<file path="src/cssc_pkg.sv">
// Package for the clock source and start-up control block
package cssc_pkg;
    // Register port and start-up counter geometry
    localparam int CSSC_AW = 2;
    localparam int CSSC_DW = 8;
    localparam int CSSC_CW = 17;
    // Register offsets
    localparam logic [1:0] REG_FUSE = 2'h0;
    localparam logic [1:0] REG_SLEEP = 2'h1;
    localparam logic [1:0] REG_STAT = 2'h2;
    // Fuse register fields; a stored one means unprogrammed
    localparam int FUSE_CLOCK_SOURCE_SELECT_LSB = 0;
    localparam int FUSE_SUT_LSB = 4;
    localparam int FUSE_DIV8_BIT = 6;
    localparam int FUSE_W = 7;
    localparam logic [6:0] FUSE_RST = 7'h22;
    // Sleep control fields
    localparam int SLP_REQ_BIT = 0;
    localparam int SLP_KEEP_IO_BIT = 1;
    localparam int SLP_KEEP_ADC_BIT = 2;
    localparam int SLP_ASY_EN_BIT = 3;
    localparam int SLP_W = 4;
    localparam logic [3:0] SLP_RST = 4'h8;
    // Status fields
    localparam int STAT_BAD_BIT = 3;
    localparam int STAT_SRC_LSB = 4;
    localparam int STAT_FRST_BIT = 6;
    localparam int STAT_EXEC_BIT = 7;
    // Clock source select codes
    localparam logic [3:0] CLOCK_SOURCE_SELECT_EXT = 4'h0;
    localparam logic [3:0] CLOCK_SOURCE_SELECT_RC = 4'h2;
    localparam logic [3:0] CLOCK_SOURCE_SELECT_LF_1K = 4'h6;
    localparam logic [3:0] CLOCK_SOURCE_SELECT_LF_32K = 4'h7;
    localparam int CLOCK_SOURCE_SELECT_XTAL_BIT = 3;
    localparam logic [1:0] SUT_RESERVED = 2'h3;
    localparam logic [2:0] XRANGE_NONE = 3'h0;
    // Start-up counts in cycles of the counted oscillator
    localparam logic [16:0] CYC_4 = 17'h00004;
    localparam logic [16:0] CYC_6 = 17'h00006;
    localparam logic [16:0] CYC_14 = 17'h0000E;
    localparam logic [16:0] CYC_258 = 17'h00102;
    localparam logic [16:0] CYC_1K = 17'h00400;
    localparam logic [16:0] WDT_SHORT_CYC = 17'h01000;
    localparam logic [16:0] CYC_ZERO = 17'h00000;

    typedef enum logic [1:0] {
        RDLY_NONE = 2'h0,
        RDLY_SHORT = 2'h1,
        RDLY_LONG = 2'h2
    } cssc_rdly_t;

    typedef enum logic [1:0] {
        SRC_XTAL = 2'h0,
        SRC_LF = 2'h1,
        SRC_RC = 2'h2,
        SRC_EXT = 2'h3
    } cssc_src_t;

    typedef struct packed {
        logic valid;
        cssc_src_t src;
        logic [16:0] osc_cyc;
        logic [16:0] rst_cyc;
        cssc_rdly_t rdly;
    } cssc_dec_t;

    // Gray codes along init, start-up, run, sleep
    typedef enum logic [2:0] {
        ST_INIT = 3'h4,
        ST_OSC = 3'h0,
        ST_RCK = 3'h1,
        ST_WDT = 3'h3,
        ST_RUN = 3'h2,
        ST_SLP = 3'h6,
        ST_BAD = 3'h7
    } cssc_state_t;
endpackage : cssc_pkg

</file>
<file path="src/cssc_cnt_if.sv">
// Interface between the sequencer and its start-up counter
`timescale 1ns/1ps
interface cssc_cnt_if;
    logic load;
    logic [16:0] load_val;
    logic tick;
    logic done;
    modport ctl (output load, output load_val, output tick, input done);
    modport cnt (input load, input load_val, input tick, output done);
endinterface : cssc_cnt_if

</file>
<file path="src/cssc_top.sv">
// Clock source selection, start-up timing and clock domain gating
//
// Contract
// - Decode clock source: 1xxx crystal, 0110/0111 low-freq, 0010 RC, 0000 ext.
// - A fuse bit stored as one is unprogrammed, zero is programmed.
// - Wake from sleep counts selected-clock cycles before execution.
// - Reset start adds a watchdog-oscillator timed delay after oscillator start.
// - Reset delay counter offers 4096 or 65536 watchdog cycles.
// - Shipped fuses: code 0010, start-up 10, divide-by-eight programmed.
// - Crystal range comes from upper three clock-select bits.
// - Crystal, low bit 0, start 00/01/10: 258/258/1K, 14+4.1ms/14+65ms/14.
// - Low bit 0 start 11: 1K, 14+4.1ms; bit 1 start 00: 1K, 14+65ms.
// - Low bit 1 start 01/10/11: 16K wake, resets 14, 14+4.1ms, 14+65ms.
// - Halting the core clock stops all core operations.
// - Flash interface clock follows the core clock.
// - Asynchronous timer clock keeps running while the device sleeps.
// - Converter has its own clock that may run while core sleeps.
// - Serial start detection stays armed asynchronously with peripheral clock off.
// - Some external interrupts are detected asynchronously with peripheral clock off.
// - RC oscillator: 6-clock wake, resets 14, 14+4.1ms, 14+65ms.
// - Low-frequency crystal codes 0110/0111 give 1K or 32K wake start-up.
// - External clock 0000: 6-clock wake, reset delays as RC oscillator.
//
// Chosen here: the plain strobed port and the register addresses.
`timescale 1ns/1ps
module cssc_top
    import cssc_pkg::*;
#(
    parameter logic [16:0] XTAL_16K_CYC = 17'h04000,
    parameter logic [16:0] LF_32K_CYC = 17'h08000,
    parameter logic [16:0] WDT_LONG_CYC = 17'h10000
) (
    input wire logic mclk_i,
    input wire logic nrst_i,
    input wire logic ce_i,
    input wire logic [1:0] addr_i,
    input wire logic [7:0] wdata_i,
    input wire logic wr_i,
    input wire logic rd_i,
    output logic [7:0] rdata_o,
    input wire logic sel_osc_i,
    input wire logic wdt_osc_i,
    input wire logic wake_i,
    output logic exec_o,
    output logic core_clk_en_o,
    output logic flash_clk_en_o,
    output logic periph_clk_en_o,
    output logic converter_clk_en_o,
    output logic async_timer_clk_en_o,
    output logic async_detect_en_o,
    output logic div8_o,
    output logic [2:0] xtal_range_o,
    output logic [1:0] clk_src_o,
    output logic cfg_invalid_o
);
    cssc_state_t state;
    cssc_state_t next_state;
    logic [6:0] fuse = FUSE_RST;
    logic [6:0] act_fuse;
    logic [3:0] slp;
    logic from_reset;
    logic [2:0] sync1;
    logic [2:0] sync2;
    logic [2:0] sync3;
    logic osc_rise;
    logic wdt_rise;
    logic wake_rise;
    cssc_dec_t cur_dec;
    cssc_dec_t act_dec;
    cssc_dec_t sel_dec;
    logic wr_fuse;
    logic wr_slp;
    logic sleep_req;
    logic [7:0] stat_word;
    logic [7:0] next_rdata;
    logic next_periph;
    logic next_conv;
    cssc_cnt_if cnt_bus ();

    // Start-up sequence for one fuse setting; reserved codes come out invalid
    function automatic cssc_dec_t dec_cfg(input logic [6:0] f);
        cssc_dec_t d;
        logic [3:0] ck;
        logic [1:0] su;
        ck = f[FUSE_CLOCK_SOURCE_SELECT_LSB +: 4];
        su = f[FUSE_SUT_LSB +: 2];
        d.valid = 1'b0;
        d.src = SRC_EXT;
        d.osc_cyc = CYC_6;
        d.rst_cyc = CYC_14;
        d.rdly = cssc_rdly_t'(su);
        if (ck[CLOCK_SOURCE_SELECT_XTAL_BIT]) begin
            d.valid = 1'b1;
            d.src = SRC_XTAL;
            case ({ck[0], su})
                3'h0: begin d.osc_cyc = CYC_258; d.rdly = RDLY_SHORT; end
                3'h1: begin d.osc_cyc = CYC_258; d.rdly = RDLY_LONG; end
                3'h2: begin d.osc_cyc = CYC_1K; d.rdly = RDLY_NONE; end
                3'h3: begin d.osc_cyc = CYC_1K; d.rdly = RDLY_SHORT; end
                3'h4: begin d.osc_cyc = CYC_1K; d.rdly = RDLY_LONG; end
                3'h5: begin d.osc_cyc = XTAL_16K_CYC; d.rdly = RDLY_NONE; end
                3'h6: begin d.osc_cyc = XTAL_16K_CYC; d.rdly = RDLY_SHORT; end
                default: begin d.osc_cyc = XTAL_16K_CYC; d.rdly = RDLY_LONG; end
            endcase
        end else if (ck == CLOCK_SOURCE_SELECT_LF_1K || ck == CLOCK_SOURCE_SELECT_LF_32K) begin
            d.valid = (su != SUT_RESERVED);
            d.src = SRC_LF;
            d.osc_cyc = (ck == CLOCK_SOURCE_SELECT_LF_32K) ? LF_32K_CYC : CYC_1K;
            d.rst_cyc = CYC_4;
        end else if (ck == CLOCK_SOURCE_SELECT_RC || ck == CLOCK_SOURCE_SELECT_EXT) begin
            d.valid = (su != SUT_RESERVED);
            d.src = (ck == CLOCK_SOURCE_SELECT_RC) ? SRC_RC : SRC_EXT;
        end
        return d;
    endfunction : dec_cfg

    // Watchdog count for a reset delay choice
    function automatic logic [16:0] wdt_cyc(input cssc_rdly_t r);
        return (r == RDLY_LONG) ? WDT_LONG_CYC : WDT_SHORT_CYC;
    endfunction : wdt_cyc

    // Pin edges; the third stage only feeds edge detection
    assign osc_rise = sync2[0] & ~sync3[0];
    assign wdt_rise = sync2[1] & ~sync3[1];
    assign wake_rise = sync2[2] & ~sync3[2];

    // Fuses are applied only at reset start, so a live rewrite is harmless
    assign cur_dec = dec_cfg(fuse);
    assign act_dec = dec_cfg(act_fuse);
    assign sel_dec = (state == ST_INIT) ? cur_dec : act_dec;

    // Register decode
    assign wr_fuse = wr_i && (addr_i == REG_FUSE);
    assign wr_slp = wr_i && (addr_i == REG_SLEEP);
    assign sleep_req = wr_slp && wdata_i[SLP_REQ_BIT];

    // Sequencer next state
    always_comb begin
        next_state = state;
        case (state)
            ST_INIT: begin
                next_state = cur_dec.valid ? ST_OSC : ST_BAD;
            end
            ST_OSC: begin
                if (cnt_bus.done) begin
                    next_state = from_reset ? ST_RCK : ST_RUN;
                end
            end
            ST_RCK: begin
                if (cnt_bus.done) begin
                    next_state = (act_dec.rdly == RDLY_NONE) ?
                                 ST_RUN : ST_WDT;
                end
            end
            ST_WDT: begin
                if (cnt_bus.done) begin
                    next_state = ST_RUN;
                end
            end
            ST_RUN: begin
                if (sleep_req) begin
                    next_state = ST_SLP;
                end
            end
            ST_SLP: begin
                if (wake_rise) begin
                    next_state = ST_OSC;
                end
            end
            default: begin
                next_state = ST_BAD;
            end
        endcase
    end

    // Counter reload on entry to each timed phase
    assign cnt_bus.load = ce_i && (next_state != state) &&
                          (next_state == ST_OSC || next_state == ST_RCK ||
                           next_state == ST_WDT);
    assign cnt_bus.load_val = (next_state == ST_OSC) ? sel_dec.osc_cyc :
                              (next_state == ST_RCK) ? sel_dec.rst_cyc :
                              wdt_cyc(sel_dec.rdly);
    assign cnt_bus.tick = (state == ST_WDT) ? wdt_rise : osc_rise;

    cssc_counter u_cnt (
        .mclk_i(mclk_i),
        .nrst_i(nrst_i),
        .ce_i(ce_i),
        .cb(cnt_bus)
    );

    // Next values of the registered outputs
    assign next_periph = (next_state == ST_RUN) ||
                         (next_state == ST_SLP && slp[SLP_KEEP_IO_BIT]);
    assign next_conv = (next_state == ST_RUN) ||
                       (next_state == ST_SLP && slp[SLP_KEEP_ADC_BIT]);
    assign stat_word = {exec_o, from_reset, act_dec.src,
                        state == ST_BAD, state};
    assign next_rdata = !rd_i ? 8'h00 :
                        (addr_i == REG_FUSE) ? {1'b0, fuse} :
                        (addr_i == REG_SLEEP) ? {4'h0, slp} :
                        (addr_i == REG_STAT) ? stat_word : 8'h00;

    // Pin synchronisers, stage one read only by stage two
    always_ff @(posedge mclk_i or negedge nrst_i) begin
        if (!nrst_i) begin
            sync1 <= 3'h0;
            sync2 <= 3'h0;
            sync3 <= 3'h0;
        end else if (ce_i) begin
            sync1 <= {wake_i, wdt_osc_i, sel_osc_i};
            sync2 <= sync1;
            sync3 <= sync2;
        end
    end

    // Fuse cells keep their value through reset, like non-volatile bits;
    // resetting them would undo every setting before it could be applied
    always_ff @(posedge mclk_i) begin
        if (ce_i && wr_fuse) begin
            fuse <= wdata_i[FUSE_W-1:0];
        end
    end

    // Sequencer state and software registers
    always_ff @(posedge mclk_i or negedge nrst_i) begin
        if (!nrst_i) begin
            state <= ST_INIT;
            act_fuse <= FUSE_RST;
            slp <= SLP_RST;
            from_reset <= 1'b1;
        end else if (ce_i) begin
            state <= next_state;
            if (wr_slp) begin
                slp <= {wdata_i[SLP_W-1:1], 1'b0};
            end
            if (state == ST_INIT) begin
                act_fuse <= fuse;
            end
            if (next_state == ST_RUN) begin
                from_reset <= 1'b0;
            end
        end
    end

    // Registered outputs
    always_ff @(posedge mclk_i or negedge nrst_i) begin
        if (!nrst_i) begin
            exec_o <= 1'b0;
            core_clk_en_o <= 1'b0;
            flash_clk_en_o <= 1'b0;
            periph_clk_en_o <= 1'b0;
            converter_clk_en_o <= 1'b0;
            async_timer_clk_en_o <= 1'b0;
            async_detect_en_o <= 1'b1;
            div8_o <= 1'b0;
            xtal_range_o <= XRANGE_NONE;
            clk_src_o <= SRC_EXT;
            cfg_invalid_o <= 1'b0;
            rdata_o <= 8'h00;
        end else if (ce_i) begin
            exec_o <= (next_state == ST_RUN);
            core_clk_en_o <= (next_state == ST_RUN);
            flash_clk_en_o <= (next_state == ST_RUN);
            periph_clk_en_o <= next_periph;
            converter_clk_en_o <= next_conv;
            async_timer_clk_en_o <= slp[SLP_ASY_EN_BIT];
            async_detect_en_o <= !next_periph;
            div8_o <= !act_fuse[FUSE_DIV8_BIT];
            xtal_range_o <= act_fuse[CLOCK_SOURCE_SELECT_XTAL_BIT] ?
                            act_fuse[FUSE_CLOCK_SOURCE_SELECT_LSB+1 +: 3] : XRANGE_NONE;
            clk_src_o <= act_dec.src;
            cfg_invalid_o <= (next_state == ST_BAD);
            rdata_o <= next_rdata;
        end
    end
endmodule : cssc_top

</file>
<file path="src/cssc_counter.sv">
// Reloadable down counter that times start-up phases
`timescale 1ns/1ps
module cssc_counter
    import cssc_pkg::*;
(
    input wire logic mclk_i,
    input wire logic nrst_i,
    input wire logic ce_i,
    cssc_cnt_if.cnt cb
);
    logic [16:0] cnt;
    logic [16:0] next_cnt;

    // Reload wins over a tick so a new phase never inherits a stale count
    assign next_cnt = cb.load ? cb.load_val :
                      (cb.tick && cnt != CYC_ZERO) ?
                      17'(cnt - 17'h00001) : cnt;
    assign cb.done = (cnt == CYC_ZERO);

    // Count register, frozen while the clock enable is low
    always_ff @(posedge mclk_i or negedge nrst_i) begin
        if (!nrst_i) begin
            cnt <= CYC_ZERO;
        end else if (ce_i) begin
            cnt <= next_cnt;
        end
    end
endmodule : cssc_counter

</file>
<file path="config.mk">
export PLATFORM = sky130hd
export DESIGN_NAME = cssc_top
export DESIGN_NICKNAME = d
export VERILOG_FILES = /design/src/cssc_pkg.sv /design/src/cssc_cnt_if.sv /design/src/cssc_top.sv /design/src/cssc_counter.sv
export SDC_FILE = /design/constraint.sdc
export NUM_CORES = 1
export LEC_CHECK = 0
export ABC_AREA = 1
export BUFFER_PORTS_ARGS = -buffer_cell sky130_fd_sc_hd__buf_2
export CAP_MARGIN = 20
export CORE_ASPECT_RATIO = 0.9
export CORE_MARGIN = 2
export CORE_UTILIZATION = 35
export DETAILED_ROUTE_END_ITERATION = 8
export GPL_ROUTABILITY_DRIVEN = 0
export HOLD_SLACK_MARGIN = 0.03
export PLACE_DENSITY = 0.49
export SLEW_MARGIN = 25
export SYNTH_ARGS = -nofsm -noshare
export SYNTH_HDL_FRONTEND = slang
export SYNTH_SLANG_ARGS = --single-unit
export TNS_END_PERCENT = 1
</file>
<file path="constraint.sdc">
create_clock -name mclk_i -period 2.36 [get_ports mclk_i]
set_input_delay 0.354 -clock mclk_i [delete_from_list [all_inputs] [get_ports mclk_i]]
set_output_delay 0.354 -clock mclk_i [all_outputs]
set_load 0.01 [all_outputs]
</file>
==> summary.md <==
| Metric | Value |
|---|---|
| Detailed Route WL | `approximately 9100 µm` |
| Min cycle time layout | `~2.1 ns` |
| Place WS | `~0.096 ns` |
| RR Startpoint | `act_fuse[5]` |
| Final Max Slew Viols | `0` |
| Drt drc | `0` |
| Setup WS post-layout | `between 0.2 and 0.25 ns` |
| Largest net degree at the start of global routing | `around 60` |
| First-pass GRT wire length | `15,300 µm` |
| Yosys top cell by area | `dfrtp_1` |
| I/O Buffers | `38` |
| Final setup viols | `0` |
| CTS tree | `done` |
| DP Area | `4070 µm²` |
| Sequential cell area | `1720 µm²` |
| Via density | `approximately 4.8` |
| Layout cells sized above 1 | `0.211` |
| Final Cycle Share | `0.911` |
| Worst Setup Start Kind | `register` |
| Post-route ant nets | `0` |
| Initial Utilization | `0.358` |
| Synth Flop Type | `dfrtp_1` |
| Slew at the pin closest to its max-slew limit | `0.395 ns` |
| Max-cap check violation count | `0` |
| Gr ovfl total | `0` |
| Arrival @ worst endpoint | `2.37 ns` |
| Synth area leaders | `dfrtp_1 35%, nand2_1 14%, o21ai_0 6.0%, dfstp_2 5.7%, edfxtp_1 5.7%` |
| Die Wd | `about 110 µm` |
| Async SR Flop Fraction | `0.896` |
| Syn_nets | `499` |
| Post-Synthesis Cells | `479` |
| CP Capture Type | `register` |
| Sink Count | `67` |
| Std-Cell Core Area | `10,200 µm²` |
| Cell with the most instances after synthesis | `nand2_1` |
| Setup CP Type | `register to register` |
| Row count | `35` |
| Number of global-route vias before repair | `~3,100` |
| H-tree Lvls | `3` |
| Yosys warnings | `0` |
| Synth top area share | `0.354` |
| WL/cell | `between 10 and 15 µm` |
| Worst vdd ir | `0.542 mV` |
| Iteration-0 DRC Markers | `about 150` |
| Final Util | `0.433` |
| Hold Path Class | `input port to asynchronous set/reset pin` |
| Via count | `3,181` |
| Initial antenna violation count | `0` |
| Most frequent CP cell | `nand2_1` |
| Multi-input logic area | `1700 µm²` |
| Worst path cell trace | `inv_1 -> nand2_1 -> nand3_1 -> nand3_1 -> nand3_1 -> nand2_1 -> nand3_2 -> nand2_1 -> nand2_1 -> nand2_2 -> nand2_4 -> buf_4 -> o21ai_1 -> nand2_1` |
| N_diodes | `0` |
| I/O pin count | `40` |
| Delay-heaviest family, CP | `simple AND/OR/NAND/NOR gates` |
| Nets | `550` |
| Outcome | `completed` |
| Hold Fails Final Rpt | `0` |
| DP Wirelength | `around 6600 µm` |
| Number of synthesized flops with an enable pin | `7` |
| Sequential area share after synthesis | `0.469` |
| GR Util All Layers | `0.172` |
| Lkg Pwr | `around 2.2 nW` |
| Crit path from | `act_fuse[5]` |
| Die Y | `between 100 and 150 µm` |
| Synth unique cells | `44` |
| Fin area | `approximately 4400 µm²` |
| Synthesized area per cell | `7.67 µm²` |
| Max Fclk | `between 400 and 500 MHz` |
| Later-pin clock latency in the skew report | `around 0.34 ns` |
| Critical Path RT | `2.58 ns` |
| Root Driver | `clkbuf_16` |
| Fillcell total | `1,095` |
| Clock transition at the registers of the reported paths | `roughly 0.050 ns` |
| Worst Path Buf+Inv | `2` |
| Drt first pass iters | `5` |
| Synthesis-stage register bit count | `67` |
| CTS Buffer Depth | `2` |
| Cell Area, Synth | `roughly 3700 µm²` |
| Hold WS | `roughly 0.024 ns` |
| Skew final | `between 0.009 and 0.01 ns` |
| RSZ-0062 raised after global routing | `no` |
| Setup TNS | `0 ns` |
| Post-synth top cells | `138 x nand2_1, 52 x dfrtp_1, 48 x nor2_1` |
| Relative slew slack | `0.736` |
| Critical-path cell with the highest stage delay | `dfstp_2` |
| Worst path max stage delay | `approximately 0.57 ns` |
| Worst-path fanout max | `7` |
| Hold buffers post-CTS | `0` |
| Total Die Area | `11,300 µm²` |
| Num CTS Buffers | `9` |
| PwrDens | `1220 nW/µm²` |
| Area growth, synth to finish | `20.7%` |
## routing by layer
layer,global-route usage,up-vias,wire [µm]
met5,0,-,0
met4,0.0647,0,166
met3,0.0443,14,354
met2,0.259,58,3890
met1,0.242,1455,4720
li1,-,1654,-
## worst paths after layout
| path | endpoint | slack [ns] | depth (start not counted) |
|---|---|---|---|
| setup / recovery | u_cnt.cnt[14] | 0.21 | 14 |
| hold / removal | act_fuse[4] | 0.02 | 2 |
| setup reg to reg | u_cnt.cnt[14] | 0.21 | 14 |
| hold reg to reg | sync1[0] | 0.47 | 2 |
| max in group asynchronous | async_detect_en_o | 2.02 | 2 |
| min in group mclk_i | fuse[6] | 0.18 | 1 |
## stage by stage
step | instances | power, mW
CTS | 662 | 5.40
global placement | 646 | 3.87
detailed placement | 646 | 3.89
floorplan | 479 | 3.32
global route | 664 | 5.88
finish | 664 | 5.42
## sequential cells by signal, summed over array words and instances (netlist names), 7 cells and up
signal	count
u_cnt.cnt	17
rdata_o	8
act_fuse	7
fuse	7
## power by group
part / internal (mW) / switching, mW / leakage, nW / total, mW
sequential: 1.51 / 0.294 / 0.817 / 1.81
clock: 0.959 / 0.521 / 0.156 / 1.48
combinational: 0.802 / 1.33 / 1.19 / 2.13
## timing repair
item,4_1_cts,5_1_grt
setup buffers,0,2
setup endpoints to repair,0,17
gates resized for setup,0,9
hold endpoints to repair,0,0
## final cells by class
| cell class | instances | area share |
|---|---|---|
| inverters | 52 | 0.0446 |
| flip-flops and latches | 67 | 0.388 |
| repair buffers | 55 | 0.0745 |
| well taps | 129 | 0.0364 |
| clock buffers | 11 | 0.0547 |
| clock inverters | 5 | 0.0192 |
| multi-input cells | 345 | 0.383 |
## cell families (layout without fill, tap and decap cells)
group,Yosys count,in the layout,synth area share
xor+xnor,7,7,0.0167
simple gates,252,252,0.300
fa+ha+maj,2,2,0.00681
flops,67,67,0.469
compound gates,82,82,0.126
mux,2,2,0.00613
buf+inv,67,123,0.0763
## cells in the final DEF (no fill, tap or decap), types with 8 or more instances in the layout
cell       count
nor2_1        46
o21ai_0       44
dfstp_2        8
buf_2         38
clkbuf_16      9
nand2_1      137
dfrtp_1       52
buf_4         16
a21oi_1       15
nand3_1       31
inv_1         44
## worst reg2reg max path: stages (launching register included)
cell and delay (ns):
dfstp_2 0.57, inv_1 0.07, nand2_1 0.08, nand3_1 0.10
nand3_1 0.12, nand3_1 0.15, nand2_1 0.13, nand3_2 0.13
nand2_1 0.09, nand2_1 0.06, nand2_2 0.11, nand2_4 0.09
buf_4 0.17, o21ai_1 0.11, nand2_1 0.06
Power figures use the tool's default switching activity.
